`src/eix_cfg.svh`:
```
// Purpose: constants for the extended indexed instruction executor
// Assumes: 16-bit instruction words, 14-bit data addresses
// Notes:   offsets and opcodes are fixed by the core encoding
`ifndef EIX_CFG_SVH
`define EIX_CFG_SVH

`define EIX_OP_MOVE_HI       8'hEB
`define EIX_OP_PUSH_HI       8'hFA
`define EIX_OP_SUBRET_HI     8'hE9
`define EIX_OP_LONG_WORD     16'h0002
`define EIX_OP_FOLLOW_NIB    4'hF
`define EIX_OFFSET_LIMIT     8'h5F
`define EIX_ACCESS_HIGH_BASE 14'h3F00
`define EIX_PCL_ADDR         14'h3FF9
`define EIX_STACK_TOP_LOW_BYTE_ADDR        14'h3FFD
`define EIX_STACK_TOP_HIGH_BYTE_ADDR        14'h3FFE
`define EIX_STACK_TOP_UPPER_BYTE_ADDR        14'h3FFF
`define EIX_FP_RESET         14'h0000
`define EIX_ADDR_RESET       14'h0000
`define EIX_DATA_RESET       8'h00
`define EIX_PC_RESET         21'h00_0000

`endif

```
`src/eix_pkg.sv`:
```
// Purpose: types for the extended indexed instruction executor
// Assumes: constants live in eix_cfg.svh
// Notes:   none
package eix_pkg;
   typedef enum logic [2:0] {
      EIX_FETCH    = 3'b000,
      EIX_SHORT_W2 = 3'b001,
      EIX_LONG_W2  = 3'b010,
      EIX_LONG_W3  = 3'b011,
      EIX_FRAME_W2 = 3'b100,
      EIX_RET_NOP  = 3'b101
   } eix_state_type;
endpackage : eix_pkg
```
`src/eix_exec.sv`:
```
// Purpose: decode and execute of the extended indexed instructions
// Assumes: one instruction word per enabled cycle, memory reads return
//          data in the same cycle, return stack top is presented steady
// Notes:   standard instruction operand remap is a combinational path
`include "eix_cfg.svh"
`timescale 1ns/1ns
module eix_exec (
   // clock and reset
   input  wire logic         ref_clk_in,
   input  wire logic         nrst_in,
   // configuration
   input  wire logic         extension_enable_bit_in,
   input  wire logic [167:0] indirect_addr_list_in,
   // instruction stream
   input  wire logic         instr_valid_in,
   input  wire logic [15:0]  instr_word_in,
   // standard byte/bit operand translation
   input  wire logic [7:0]   std_operand_in,
   input  wire logic         std_access_sel_in,
   input  wire logic         std_dest_sel_in,
   input  wire logic [5:0]   bank_select_register_in,
   output logic [13:0]       std_addr_out,
   output logic              std_dest_is_file_out,
   // data memory
   output logic              mem_rd_out,
   output logic [13:0]       mem_rd_addr_out,
   input  wire logic [7:0]   mem_rd_data_in,
   output logic              mem_wr_out,
   output logic [13:0]       mem_wr_addr_out,
   output logic [7:0]        mem_wr_data_out,
   // return stack
   input  wire logic [20:0]  return_stack_top_in,
   output logic              pc_load_out,
   output logic [20:0]       pc_value_out,
   // status
   output logic [13:0]       frame_pointer_out,
   output logic              ext_busy_out
);
   // ---------------------------------------------------------------
   // state
   // ---------------------------------------------------------------
   eix_pkg::eix_state_type state_reg, state_next;
   logic [13:0] fp_reg, fp_next;
   logic [7:0]  data_reg, data_next;
   logic [13:0] src_reg, src_next;
   logic        src_ind_reg, src_ind_next;
   logic        mem_wr_reg, mem_wr_next;
   logic [13:0] wr_addr_reg, wr_addr_next;
   logic [7:0]  wr_data_reg, wr_data_next;
   logic        pc_load_reg, pc_load_next;
   logic [20:0] pc_value_reg, pc_value_next;

   // ---------------------------------------------------------------
   // decode
   // ---------------------------------------------------------------
   wire [7:0]  w_hi        = instr_word_in[15:8];
   wire [6:0]  w_off7      = instr_word_in[6:0];
   wire        en          = extension_enable_bit_in;
   wire        go          = instr_valid_in & en;
   wire        is_move_op  = (w_hi == `EIX_OP_MOVE_HI);
   wire        is_short    = go & is_move_op & ~instr_word_in[7];
   wire        is_frame    = go & is_move_op & instr_word_in[7];
   wire        is_long     = go & (instr_word_in == `EIX_OP_LONG_WORD);
   wire        is_push     = go & (w_hi == `EIX_OP_PUSH_HI);
   wire        is_subret   = go & (w_hi == `EIX_OP_SUBRET_HI)
                             & (instr_word_in[7:6] == 2'b11);
   wire        follow_ok   = (instr_word_in[15:12] == `EIX_OP_FOLLOW_NIB);

   wire [13:0] fp_plus_off = fp_reg + {7'b0, w_off7};
   // long move source offset lives in bits 8:2 of the second word
   wire [13:0] fp_plus_lng = fp_reg + {7'b0, instr_word_in[8:2]};
   // short destination: two top bank bits forced low, lower 4 Kbyte
   wire [13:0] short_dst   = {2'b00, instr_word_in[11:0]};
   // long destination: bits 13:12 were kept from the second word
   wire [13:0] long_dst    = {src_reg[1:0], instr_word_in[11:0]};

   wire        cand_src_ind;
   wire        cand_dst_ind;
   wire [13:0] cand_src    = (state_reg == eix_pkg::EIX_LONG_W2)
                             ? fp_plus_lng : fp_plus_off;
   eix_indirect_check u_src_chk (
      .addr_in     (cand_src),
      .ind_list_in (indirect_addr_list_in),
      .hit_out     (cand_src_ind)
   );
   eix_indirect_check u_dst_chk (
      .addr_in     (fp_plus_off),
      .ind_list_in (indirect_addr_list_in),
      .hit_out     (cand_dst_ind)
   );

   // protected destinations: pc low byte and the three stack top bytes
   wire        long_prot   = (long_dst == `EIX_PCL_ADDR)
                             | (long_dst == `EIX_STACK_TOP_LOW_BYTE_ADDR)
                             | (long_dst == `EIX_STACK_TOP_HIGH_BYTE_ADDR)
                             | (long_dst == `EIX_STACK_TOP_UPPER_BYTE_ADDR);
   wire        frame_prot  = (fp_plus_off == `EIX_PCL_ADDR)
                             | (fp_plus_off == `EIX_STACK_TOP_LOW_BYTE_ADDR)
                             | (fp_plus_off == `EIX_STACK_TOP_HIGH_BYTE_ADDR)
                             | (fp_plus_off == `EIX_STACK_TOP_UPPER_BYTE_ADDR);
   // indexed move writes only to a plain, unprotected register
   wire        frame_wr_ok = follow_ok & ~cand_dst_ind & ~frame_prot;

   // ---------------------------------------------------------------
   // standard operand translation
   // ---------------------------------------------------------------
   wire        low_access  = ~std_access_sel_in &
                             (std_operand_in <= `EIX_OFFSET_LIMIT);
   wire [13:0] idx_addr    = fp_reg + {6'b0, std_operand_in};
   // a zero pointer gives back the plain access ram location
   wire [13:0] acc_addr    = (std_operand_in <= `EIX_OFFSET_LIMIT)
                             ? {6'b0, std_operand_in}
                             : (`EIX_ACCESS_HIGH_BASE
                                | {6'b0, std_operand_in});
   wire [13:0] bank_addr   = {bank_select_register_in, std_operand_in};
   assign std_addr_out     = (en & low_access) ? idx_addr :
                             (std_access_sel_in ? bank_addr
                                                : acc_addr);
   assign std_dest_is_file_out = std_dest_sel_in;

   // ---------------------------------------------------------------
   // sequencing
   // ---------------------------------------------------------------
   logic        rd_now;
   logic [13:0] rd_addr_now;
   always_comb begin
      state_next    = state_reg;
      fp_next       = fp_reg;
      data_next     = data_reg;
      src_next      = src_reg;
      src_ind_next  = src_ind_reg;
      mem_wr_next   = 1'b0;
      wr_addr_next  = wr_addr_reg;
      wr_data_next  = wr_data_reg;
      pc_load_next  = 1'b0;
      pc_value_next = pc_value_reg;
      rd_now        = 1'b0;
      rd_addr_now   = `EIX_ADDR_RESET;
      case (state_reg)
         eix_pkg::EIX_FETCH: begin
            if (is_short | is_frame) begin
               // source read happens in the first cycle only
               rd_now       = 1'b1;
               rd_addr_now  = fp_plus_off;
               src_ind_next = cand_src_ind;
               data_next    = mem_rd_data_in;
               state_next   = is_short ? eix_pkg::EIX_SHORT_W2
                                       : eix_pkg::EIX_FRAME_W2;
            end else if (is_long) begin
               state_next = eix_pkg::EIX_LONG_W2;
            end else if (is_push) begin
               mem_wr_next  = 1'b1;
               wr_addr_next = fp_reg;
               wr_data_next = instr_word_in[7:0];
               fp_next      = fp_reg - 14'h0001;
            end else if (is_subret) begin
               fp_next       = fp_reg - {8'b0, instr_word_in[5:0]};
               pc_load_next  = 1'b1;
               pc_value_next = return_stack_top_in;
               state_next    = eix_pkg::EIX_RET_NOP;
            end else if (instr_valid_in & follow_ok) begin
               // orphaned follow-on word: consumed with no effect
               state_next    = eix_pkg::EIX_FETCH;
            end
         end
         eix_pkg::EIX_SHORT_W2: begin
            if (instr_valid_in) begin
               if (follow_ok) begin
                  mem_wr_next  = 1'b1;
                  wr_addr_next = short_dst;
                  wr_data_next = src_ind_reg ? `EIX_DATA_RESET
                                             : data_reg;
               end
               state_next = eix_pkg::EIX_FETCH;
            end
         end
         eix_pkg::EIX_LONG_W2: begin
            if (instr_valid_in) begin
               rd_now       = follow_ok;
               rd_addr_now  = fp_plus_lng;
               src_ind_next = cand_src_ind;
               data_next    = mem_rd_data_in;
               // keep destination bits 13:12 for the third word
               src_next     = {2'b00, 10'b0, instr_word_in[1:0]};
               state_next   = follow_ok ? eix_pkg::EIX_LONG_W3
                                        : eix_pkg::EIX_FETCH;
            end
         end
         eix_pkg::EIX_LONG_W3: begin
            if (instr_valid_in) begin
               if (follow_ok && !long_prot) begin
                  mem_wr_next  = 1'b1;
                  wr_addr_next = long_dst;
                  wr_data_next = src_ind_reg ? `EIX_DATA_RESET
                                             : data_reg;
               end
               state_next = eix_pkg::EIX_FETCH;
            end
         end
         eix_pkg::EIX_FRAME_W2: begin
            if (instr_valid_in) begin
               // indirect or protected destination: no write at all
               if (frame_wr_ok) begin
                  mem_wr_next  = 1'b1;
                  wr_addr_next = fp_plus_off;
                  wr_data_next = src_ind_reg ? `EIX_DATA_RESET
                                             : data_reg;
               end
               state_next = eix_pkg::EIX_FETCH;
            end
         end
         eix_pkg::EIX_RET_NOP: begin
            if (instr_valid_in) begin
               state_next = eix_pkg::EIX_FETCH;
            end
         end
         default: begin
            state_next = eix_pkg::EIX_FETCH;
         end
      endcase
   end

   // ---------------------------------------------------------------
   // registers: sequencer state
   // ---------------------------------------------------------------
   // a reset mid-instruction drops any half-taken move
   always_ff @(posedge ref_clk_in) begin
      if (!nrst_in) begin
         state_reg <= eix_pkg::EIX_FETCH;
      end else begin
         state_reg <= state_next;
      end
   end

   // ---------------------------------------------------------------
   // registers: frame pointer
   // ---------------------------------------------------------------
   // wraps at 14 bits, as the data space does
   always_ff @(posedge ref_clk_in) begin
      if (!nrst_in) begin
         fp_reg <= `EIX_FP_RESET;
      end else begin
         fp_reg <= fp_next;
      end
   end

   // ---------------------------------------------------------------
   // registers: captured source
   // ---------------------------------------------------------------
   // source byte is caught once, so no dummy read is needed later
   always_ff @(posedge ref_clk_in) begin
      if (!nrst_in) begin
         data_reg <= `EIX_DATA_RESET;
      end else begin
         data_reg <= data_next;
      end
   end

   always_ff @(posedge ref_clk_in) begin
      if (!nrst_in) begin
         src_reg <= `EIX_ADDR_RESET;
      end else begin
         src_reg <= src_next;
      end
   end

   always_ff @(posedge ref_clk_in) begin
      if (!nrst_in) begin
         src_ind_reg <= 1'b0;
      end else begin
         src_ind_reg <= src_ind_next;
      end
   end

   // ---------------------------------------------------------------
   // registers: write port
   // ---------------------------------------------------------------
   // strobe is a one-cycle pulse; address and data hold until reuse
   always_ff @(posedge ref_clk_in) begin
      if (!nrst_in) begin
         mem_wr_reg <= 1'b0;
      end else begin
         mem_wr_reg <= mem_wr_next;
      end
   end

   always_ff @(posedge ref_clk_in) begin
      if (!nrst_in) begin
         wr_addr_reg <= `EIX_ADDR_RESET;
      end else begin
         wr_addr_reg <= wr_addr_next;
      end
   end

   always_ff @(posedge ref_clk_in) begin
      if (!nrst_in) begin
         wr_data_reg <= `EIX_DATA_RESET;
      end else begin
         wr_data_reg <= wr_data_next;
      end
   end

   // ---------------------------------------------------------------
   // registers: return
   // ---------------------------------------------------------------
   // stack top is sampled with the opcode, not in the idle cycle
   always_ff @(posedge ref_clk_in) begin
      if (!nrst_in) begin
         pc_load_reg <= 1'b0;
      end else begin
         pc_load_reg <= pc_load_next;
      end
   end

   always_ff @(posedge ref_clk_in) begin
      if (!nrst_in) begin
         pc_value_reg <= `EIX_PC_RESET;
      end else begin
         pc_value_reg <= pc_value_next;
      end
   end

   // ---------------------------------------------------------------
   // outputs
   // ---------------------------------------------------------------
   // read strobe is combinational: the memory answers in the same cycle
   assign mem_rd_out        = rd_now;
   assign mem_rd_addr_out   = rd_addr_now;
   assign mem_wr_out        = mem_wr_reg;
   assign mem_wr_addr_out   = wr_addr_reg;
   assign mem_wr_data_out   = wr_data_reg;
   assign pc_load_out       = pc_load_reg;
   assign pc_value_out      = pc_value_reg;
   assign frame_pointer_out = fp_reg;
   assign ext_busy_out      = (state_reg != eix_pkg::EIX_FETCH);
endmodule : eix_exec

```
`src/eix_indirect_check.sv`:
```
// Purpose: flags addresses that name an indirect addressing register
// Assumes: caller supplies the set of indirect register addresses
// Notes:   one compare per register, built by a generate loop
`timescale 1ns/1ns
module eix_indirect_check (
   // address under test
   input  wire logic [13:0]   addr_in,
   // indirect register address list, flattened
   input  wire logic [167:0]  ind_list_in,
   // result
   output logic               hit_out
);
   wire [11:0] match_vec;
   genvar i;
   generate
      for (i = 0; i < 12; i = i + 1) begin : g_cmp
         assign match_vec[i] = (ind_list_in[i*14 +: 14] == addr_in);
      end
   endgenerate
   assign hit_out = |match_vec;
endmodule : eix_indirect_check

```
`config.mk`:
```
export PLATFORM = sky130hd
export DESIGN_NAME = eix_exec
export DESIGN_NICKNAME = d
export VERILOG_FILES = /design/src/eix_pkg.sv /design/src/eix_exec.sv /design/src/eix_indirect_check.sv
export VERILOG_INCLUDE_DIRS = /design/src
export SDC_FILE = /design/constraint.sdc
export NUM_CORES = 1
export LEC_CHECK = 0
export BUFFER_PORTS_ARGS = -buffer_cell sky130_fd_sc_hd__buf_4
export CAP_MARGIN = 20
export CORE_MARGIN = 2
export CORE_UTILIZATION = 34
export CTS_CLUSTER_DIAMETER = 150
export DETAILED_ROUTE_END_ITERATION = 8
export PLACE_DENSITY = 0.68
export SYNTH_ARGS = -nofsm -noshare
export SYNTH_HDL_FRONTEND = slang
export SYNTH_SLANG_ARGS = --single-unit
```
`constraint.sdc`:
```
create_clock -name ref_clk_in -period 4.1 [get_ports ref_clk_in]
set_clock_uncertainty 0.05 [all_clocks]
set_input_delay 0.41 -clock ref_clk_in [delete_from_list [all_inputs] [get_ports ref_clk_in]]
set_output_delay 0.41 -clock ref_clk_in [all_outputs]
set_load 0.005 [all_outputs]
```
## Word-level counts from Yosys, hierarchy flattened

Index checks and enable logic that the tools add are counted.

- Word-level logic and storage cells: 179
- Output and inout bits: 90
- Flip-flop bits (word level): 73

- Bitwise logic cells: 29
- Mux-type cells: 60
- Order comparisons: 1
- $add $sub $neg: 5
- Equality and inequality tests: 57
- Reduce and logical (&&, ||, !) cells: 17

Operator list:

| kind | number |
|---|---|
| $eq A14 B14 Y1 | 24 |
| $mux W14 | 17 |
| $eq A14 B14 Y1 const B | 8 |
| $mux W8 | 12 |
| $pmux W14 S4 | 1 |
| $pmux W8 S4 | 1 |
| $add A14 B7 Y14 | 2 |
| $pmux W14 S2 | 1 |
| $eq A8 B8 Y1 const B | 3 |
| $mux W3 | 8 |
| $reduce_or A12 Y1 | 2 |
| $ne A2 B2 Y1 const B | 11 |
| $eq A16 B2 Y1 const B | 1 |
| $pmux W8 S2 | 1 |
| $add A14 B8 Y14 | 1 |
| $mux W1 | 14 |
| $sub A14 B1 Y14 const B | 1 |
| $sub A14 B6 Y14 | 1 |
| $and A1 B1 Y1 | 13 |
| $reduce_and A10 Y1 | 1 |
| $not A1 Y1 | 9 |
| $pmux W3 S3 | 1 |
| $le A8 B7 Y1 const B | 1 |
| $reduce_and A4 Y1 | 2 |
| 23 further kinds | 33 |

## Logic depth before layout (Yosys ltp)

Gate-level depths: netlist of the first run.

- Depth after elaboration: 10
- Mapped depth: 16

## Cells and area by module

From an unflattened synthesis of the first run, not the netlist that was laid out.

- Cells, all modules: 1241
- Area, all modules: 9698.1 um2

Modules (own cells, without submodules):

| module | times used | cells each | area an instance (um2) |
|---|---|---|---|
| eix_exec | 1 | 751 | 5706.7 |
| eix_indirect_check | 2 | 245 | 1995.7 |

## Least setup slack after synthesis of the first run

Ideal clock, no wire load.

- Path kind: register to register
- Start point: register fp_reg[1] (netlist: frame_pointer_out[1])
- End point: register src_ind_reg
- Arrival time: 3.723 ns
- Library setup time: 0.119 ns
- Stages on the path, launching flop included: 15
- Data required time: 3.931 ns
- Path slack: 0.208 ns
- Clock period less this slack: 3.892 ns
- Path buffers: 1
- Cell sequence: dfxtp_1 inv_1 fa_1 and2b_1 o21a_1 o21ai_1 clkbuf_1 or4_1 nand3_1 xor2_1 a211oi_1 and4_1 nor4_1 o311ai_1 o221a_1

- Cells in the longest elaborated chain, start to end: 6

Ends and longest elaborated chain:

| item | line | text |
|---|---|---|
| from (decl) | eix_exec.sv:43 | `logic [13:0] fp_reg, fp_next;` |
| from (signal assigned) | eix_exec.sv:241 | `` fp_reg <= `EIX_FP_RESET; `` |
| from (signal assigned) | eix_exec.sv:243 | `fp_reg <= fp_next;` |
| $add A14 B7 Y14, on equally long branches | eix_exec.sv:69, eix_exec.sv:71 |  |
| $mux W14 (*) | eix_exec.sv:80 | `? fp_plus_lng : fp_plus_off;` |
| $eq A14 B14 Y1 | eix_indirect_check.sv:17 | `assign match_vec[i] = (ind_list_in[i*14 +: 14] == addr_in);` |
| $reduce_or A12 Y1 (*) | eix_indirect_check.sv:20 | `assign hit_out = \|match_vec;` |
| $mux W1, on equally long branches | eix_exec.sv:178, eix_exec.sv:141 |  |
| $pmux W1 S2 (*) | eix_exec.sv:139 | `case (state_reg)` |
| to (signal assigned) | eix_exec.sv:271 | `src_ind_reg <= src_ind_next;` |
| to (decl) | eix_exec.sv:46 | `logic src_ind_reg, src_ind_next;` |

Every way passes the cells marked *; elsewhere a longest branch is shown, timed or not. The select of a mux whose other input is x is not followed.
A chain may end at the register's enable or synchronous reset.

## Worst setup path after layout of the first run

- Start point: register fp_reg[1] (netlist: frame_pointer_out[1])
- End point: register wr_addr_reg[6] (netlist: mem_wr_addr_out[6])

- Cells in the longest elaborated chain, start to end: 9

Ends and longest elaborated chain:

| item | line | text |
|---|---|---|
| $add A14 B7 Y14 (*) | eix_exec.sv:69 | `wire [13:0] fp_plus_off = fp_reg + {7'b0, w_off7};` |
| $eq A14 B14 Y1 (no line) | - |  |
| $or A1 B1 Y1 (3 in series) | eix_exec.sv:97 | `` wire frame_prot = (fp_plus_off == `EIX_PCL_ADDR) `` |
| $not A1 Y1 | eix_exec.sv:102 | `wire frame_wr_ok = follow_ok & ~cand_dst_ind & ~frame_prot;` |
| $and A1 B1 Y1 | eix_exec.sv:102 |  |
| $ne A2 B2 Y1 (no line) | - |  |
| $reduce_and A10 Y1 (no line) | - |  |
| to (signal assigned) | eix_exec.sv:289 | `` wr_addr_reg <= `EIX_ADDR_RESET; `` |
| to (signal assigned) | eix_exec.sv:291 | `wr_addr_reg <= wr_addr_next;` |
| to (decl) | eix_exec.sv:48 | `logic [13:0] wr_addr_reg, wr_addr_next;` |

Marked as above.

==> flow_metrics.env, run 1 <==
export IMPL_fmax_ghz=0.246
export IMPL_min_period_ns=4.07
export IMPL_placed_area_um2=15800
export IMPL_final_cell_mix="buf_4 (520), xnor2_1 (200), nand2_1 (147)"
export IMPL_syn_area_per_cell_um2=7.49
export IMPL_die_area_um2=35800
export IMPL_nFillCells=3370
export IMPL_rr_endpoint="mem_wr_addr_out[6]$_SDFFE_PN0P_"
export IMPL_num_vias=14200
export IMPL_final_area_um2=16700
export IMPL_gr_usage_all_layers=0.328
export IMPL_cpMaxStageDelayCell="nor4_1"
export IMPL_cts_tree="done"
export IMPL_die_x_um=189
export IMPL_fin_setup_tns_ns=0
export IMPL_ys_seq_elements=73
export IMPL_place_gp_congestion=1.03
export IMPL_cp_startpoint="frame_pointer_out[1]$_SDFFE_PN0P_"
export IMPL_postSynthCellCount=1559
export IMPL_globalRouteOverflowTotal=0
export IMPL_crit_family="buffers and inverters"
export IMPL_synth_edf_count=0
export IMPL_first_global_vias=13900
export IMPL_via_per_inst=5.78
export IMPL_die_y_um=189
export IMPL_regToRegSetupSlack_ns=0.03
export IMPL_hp_start="return_stack_top_in[15]"
export IMPL_root_buffer="clkbuf_16"
export IMPL_p_leak_nw=6.98
export IMPL_path_cells="buf_4, ha_1, a211oi_2, buf_4, o21a_1, buf_4, a211oi_4, buf_4, buf_4, xor2_1, nor4_1, nand4_1, o22ai_1, buf_4, o31ai_4, buf_6, bufbuf_16, a211oi_1"
export IMPL_std_cell_rows=67
export IMPL_dr_wl_met2_mm=27.8
export IMPL_clk_latency_ns=0.34
export IMPL_required_ns=4.29
export IMPL_n_antenna_cell=0
export IMPL_synthTopCellsByArea="xnor2_1 (15%), dfxtp_1 (13%), xor2_1 (8.8%)"
export IMPL_port_buffers=320
export IMPL_crit_type="flop to flop"
export IMPL_endpoint_kind="flop"
export IMPL_worst_slew_pin_slew_ns=1.06
export IMPL_dr_wl_met3_mm=4.76
export IMPL_yosys_area_top_type_share=0.155
export IMPL_slowest_delay_ns=0.49
export IMPL_wl_per_cell_um=24.7
export IMPL_dpl_hpwl_mm=50.2
export IMPL_synth_fp_nets=1824
export IMPL_max_cap_viol_count=0
export IMPL_drive_gt1_frac=0.324
export IMPL_whs_endpoint="pc_value_out[15]$_SDFFE_PN0P_"
export IMPL_vdd_ir_drop_worst_v=0.000155
export IMPL_syn_area_um2=11700
export IMPL_hold_viol_final=0
export IMPL_initial_core_util=0.346
export IMPL_drv_slew=0
export IMPL_rsz0062_at_grt="true"
export IMPL_ys_warn_count=0
export IMPL_p_total_mw=2.39
export IMPL_antenna_found_initial=0
export IMPL_cts_path_max_buffers=2
export IMPL_crit_top_cell="buf_4"
export IMPL_drtIter0Drc=1404
export IMPL_async_flop_share=0
export IMPL_clk_pin_slew_worst_paths_ns=0.06
export IMPL_worst_path_buf_inv=8
export IMPL_boundaryPins=323
export IMPL_cts_buffers=9
export IMPL_r2r_start="frame_pointer_out[1]$_SDFFE_PN0P_"
export IMPL_synth_ff_type="dfxtp_1"
export IMPL_wl_met1_mm=25.2
export IMPL_firstDrtPassIters=5
export IMPL_largest_reg_flops=21
export IMPL_holdPathStages=3
export IMPL_power_density_nw_per_um2=143
export IMPL_status="finished clean"
export IMPL_hold_slack_ns=0.268
export IMPL_nets=2262
export IMPL_final_common_cell="buf_4"
export IMPL_area_growth_pct=43.0
export IMPL_highest_layer="met4"
export IMPL_grt_start_max_net_pins=39
export IMPL_startpoint_type="flop"
export IMPL_setup_violations=0
export IMPL_wirelength_mm=60.6
export IMPL_cts_htree_levels=3
export IMPL_critPathMaxFanout=20
export IMPL_yosysTopAreaCell="xnor2_1"
export IMPL_clock_sinks=73
export IMPL_grt_pass1_wl_mm=88.1
export IMPL_relSlewSlack=0.293
export IMPL_arrival_ns=4.26
export IMPL_coreArea_um2=33700
export IMPL_synth_yosys_seq_area_share=0.125
export IMPL_drc_errors=0
export IMPL_ant_nets=0
export IMPL_holdCritPathClass="input pin to flop"
export IMPL_synth_cell_types=90
export IMPL_post_route_period_util=0.993
export IMPL_rr_worst_depth=18
[power breakdown]
part,switching (mW),internal (mW)
Sequential,0.000502,0.710
Clock,0.321,0.421
Combinational,0.473,0.461
Total,0.794,1.59
[synth_stat cells (7+ instances only)]
master       n
a2111oi_0   13
a211oi_1    31
a21o_1      12
a21oi_1    118
a31oi_1      8
and2_1      13
and3_1      14
buf_1       12
buf_2       21
clkbuf_1    66
dfxtp_1     73
ha_1        28
inv_1       34
mux2i_1      9
nand2_1    147
nand2b_1    11
nand3_1     47
nand4_1     26
nor2_1     120
nor2b_1     12
nor3_1      46
nor3b_1     19
nor4_1      40
o2111ai_1   20
o211ai_1    12
o21ai_0     66
o21ai_1     12
o22ai_1     16
or2_2        8
or3_1        7
or4_1       10
xnor2_1    206
xnor3_1     36
xor2_1     117
[metrics by stage]
| step | instances | worst slack, ns | util |
|---|---|---|---|
| 2_1_floorplan | 1559 | 0.208 | - |
| 3_3_place_gp | 2420 | -0.260 | 0.468 |
| 3_5_place_dp | 2421 | -0.333 | 0.469 |
| 4_1_cts | 2440 | 0.00117 | 0.481 |
| 5_1_grt | 2449 | -0.0279 | 0.495 |
| 6_report | 2449 | 0.0272 | 0.495 |
[logic make-up after synthesis]
logic type / after synthesis / synth area share
AO/OA/AOI/OAI: 382 / 0.216
flip-flops: 73 / 0.125
multiplexers: 17 / 0.0174
buffers and inverters: 143 / 0.0511
XOR/XNOR: 365 / 0.320
AND/OR/NAND/NOR: 547 / 0.234
adder cells (fa/ha/maj): 32 / 0.0369
[timing repair]
item                       in CTS  in global routing
hold buffers                    0                  0
setup buffers                   3                  9
hold endpoints to repair        0                  0
setup endpoints to repair      24                 27
gates resized for setup        22                 70
pin swaps                       4                 12
cloned                          1                  0
[final cells by class]
class	instances	area [µm²]	share of cell area
timing repair buffer	533	4130	0.248
tap	448	561	0.0336
multi-input combinational	1343	10100	0.607
clock buffer	10	239	0.0143
inverter	37	139	0.00832
clock inverter	5	32.5	0.00195
sequential	73	1460	0.0877
[routing by layer]
layer,track usage,vias to the layer above
li1,-,6473
met5,0,-
met4,0.141,0
met2,0.545,809
met1,0.426,6763
met3,0.0434,114
[how the worst max path moves through the flow]
stage | depth (start not counted) | to
floorplan | 14 | src_ind_reg$_SDFFE_PN0P_
global placement | 17 | src_ind_reg$_SDFFE_PN0P_
detailed placement | 17 | src_ind_reg$_SDFFE_PN0P_
CTS | 15 | src_ind_reg$_SDFFE_PN0P_
global route | 19 | mem_wr_addr_out[6]$_SDFFE_PN0P_
finish | 18 | mem_wr_addr_out[6]$_SDFFE_PN0P_
[worst reg2reg max path: cells and delay by family, from the launching register on]
kind	cells	cell delay, ns
adder cells (fa/ha/maj)	1	0.31
buffers and inverters	8	1.49
flip-flops	1	0.34
AO/OA/AOI/OAI	6	0.94
AND/OR/NAND/NOR	2	0.68
XOR/XNOR	1	0.19
Note: power is estimated with default switching activity, not from simulation.
==> run 2, diff against run 1 <==
- BUFFER_PORTS_ARGS: -buffer_cell sky130_fd_sc_hd__buf_4 -> default
- DONT_BUFFER_PORTS: default -> 1
- PLACE_DENSITY: 0.68 -> 0.6
==> run 2 against run 1 <==
Die area is the same. Worst setup slack gained 0.057 ns. Sequential cell count unchanged. Clock power up 33%. Critical path type unchanged. Register-to-register slack improved by 0.06 ns. Wire length decreased by 4.7%.
==> flow_metrics.env, run 2 (same netlist as run 1, synthesis figures left out) <==
export IMPL_n_antenna_cell=0
export IMPL_post_route_period_util=0.979
export IMPL_wl_per_cell_um=27.3
export IMPL_drv_slew=0
export IMPL_fmax_ghz=0.249
export IMPL_final_area_um2=14200
export IMPL_placed_area_um2=13300
export IMPL_startpoint_type="flop"
export IMPL_endpoint_kind="flop"
export IMPL_required_ns=4.30
export IMPL_final_common_cell="xnor2_1"
export IMPL_use_met1=0.369
export IMPL_die_y_um=189
export IMPL_worst_slew_pin_slew_ns=1.03
export IMPL_regToRegSetupSlack_ns=0.08
export IMPL_coreArea_um2=33700
export IMPL_boundaryPins=323
export IMPL_cts_buffers=9
export IMPL_nFillCells=3465
export IMPL_area_growth_pct=21.9
export IMPL_dpl_hpwl_mm=47.2
export IMPL_grt_start_max_net_pins=44
export IMPL_placedCellCount=2086
export IMPL_power_density_nw_per_um2=161
export IMPL_setup_violations=0
export IMPL_ant_nets=0
export IMPL_vdd_ir_drop_worst_v=0.000161
export IMPL_drtIter0Drc=1101
export IMPL_max_cap_viol_count=0
export IMPL_cts_tree="done"
export IMPL_globalRouteOverflowTotal=0
export IMPL_num_vias=12700
export IMPL_std_cell_rows=67
export IMPL_multi_input_area_um2=10000
export IMPL_die_x_um=189
export IMPL_via_per_inst=6.02
export IMPL_crit_type="flop to flop"
export IMPL_antenna_found_initial=1
export IMPL_drive_gt1_frac=0.184
export IMPL_port_buffers=0
export IMPL_layout_cells_non_filler=2113
export IMPL_nets=1926
export IMPL_utilization=0.422
export IMPL_place_gp_congestion=1.04
export IMPL_die_area_um2=35800
export IMPL_first_global_vias=12300
export IMPL_critPathMaxFanout=11
export IMPL_grtUsageMet2=0.523
export IMPL_status="finished clean"
export IMPL_clk_pin_slew_worst_paths_ns=0.06
export IMPL_root_buffer="clkbuf_16"
export IMPL_grt_pass1_wl_mm=81.2
export IMPL_arrival_ns=4.21
export IMPL_cts_path_max_buffers=2
export IMPL_min_period_ns=4.02
export IMPL_initial_core_util=0.346
export IMPL_regArea_um2=1460
export IMPL_use_met3=0.0825
export IMPL_holdCritPathClass="input pin to flop"
export IMPL_busiest_layer="met2"
export IMPL_clock_sinks=73
export IMPL_p_leak_nw=5.31
export IMPL_hold_slack_ns=0.150
export IMPL_final_cell_mix="xnor2_1 (203), buf_4 (176), nand2_1 (147)"
export IMPL_firstDrtPassIters=6
export IMPL_clk_latency_ns=0.35
export IMPL_largest_reg_flops=21
export IMPL_wirelength_mm=57.7
export IMPL_gr_usage_all_layers=0.306
export IMPL_relSlewSlack=0.310
export IMPL_fin_setup_tns_ns=0
export IMPL_drc_errors=0
export IMPL_hold_buffers=0
export IMPL_cts_htree_levels=3
export IMPL_hold_viol_final=0
==> run 2: cell types whose count changed in the layout (fill, tap and decap cells not counted), sizes merged <==
cell,delta
bufbuf,-1
clkbuf,+2
clkinvlp,-2
bufinv,+4
clkinv,-2
buf,-337
==> run 2: what timing repair did <==
item                                    CTS  global route
gates cloned                              0             3
resized for setup                        10            69
setup buffers                             0             9
endpoints found under the setup margin   20            27
pin swaps                                 1            16
==> run 2: per-stage QoR <==
| step | setup slack (ns) | total power [mW] |
|---|---|---|
| detailed placement | -0.273 | 1.29 |
| global route | -0.0454 | 2.38 |
| floorplan | 0.208 | 1.15 |
| finish | 0.0845 | 2.29 |
| CTS | 0.00343 | 2.27 |
| global placement | -0.263 | 1.28 |
==> run 2: final cells by class <==
class                           count  area share
Inverter                           37     0.00976
Clock buffer                       10      0.0168
Tap cell                          448      0.0394
Sequential cell                    73       0.103
Multi-Input combinational cell   1343       0.704
Clock inverter                      5     0.00897
Timing Repair Buffer              197       0.118
==> run 2: path summary, 6_finish.rpt <==
kind                                     start                         endpoint  depth (start not counted)
min reg2reg           data_reg[0]$_SDFFE_PN0P_         data_reg[0]$_SDFFE_PN0P_                          2
min                    return_stack_top_in[15]    pc_value_out[15]$_SDFFE_PN0P_                          2
max          frame_pointer_out[0]$_SDFFE_PN0P_  mem_wr_addr_out[4]$_SDFFE_PN0P_                         19
max reg2reg  frame_pointer_out[0]$_SDFFE_PN0P_  mem_wr_addr_out[4]$_SDFFE_PN0P_                         19
==> run 2: power by group <==
group	leakage (nW)	switching, mW	internal [mW]
Clock	0.175	0.315	0.669
Combinational	4.55	0.296	0.298
Sequential	0.589	0.000530	0.710
==> run 2: layer usage <==
layer / part of all wire / vias up
met1: 0.39 / 6117
met5: 0.00023 / -
met4: 0.039 / 2
li1: - / 5800
met2: 0.47 / 674
met3: 0.10 / 126
==> run 2: critical path, cell delays in order, from the launching register on <==
cell       delay (ns)
dfxtp_2          0.35
ha_2             0.19
inv_1            0.06
fa_2             0.40
and2b_4          0.33
o21ai_4          0.13
a211oi_2         0.27
nor2_1           0.09
buf_4            0.17
xnor2_1          0.14
nor4_1           0.31
buf_4            0.18
nand4_1          0.10
o22ai_1          0.21
buf_4            0.17
o31ai_4          0.08
buf_12           0.17
buf_6            0.13
clkbuf_16        0.17
a311oi_1         0.20
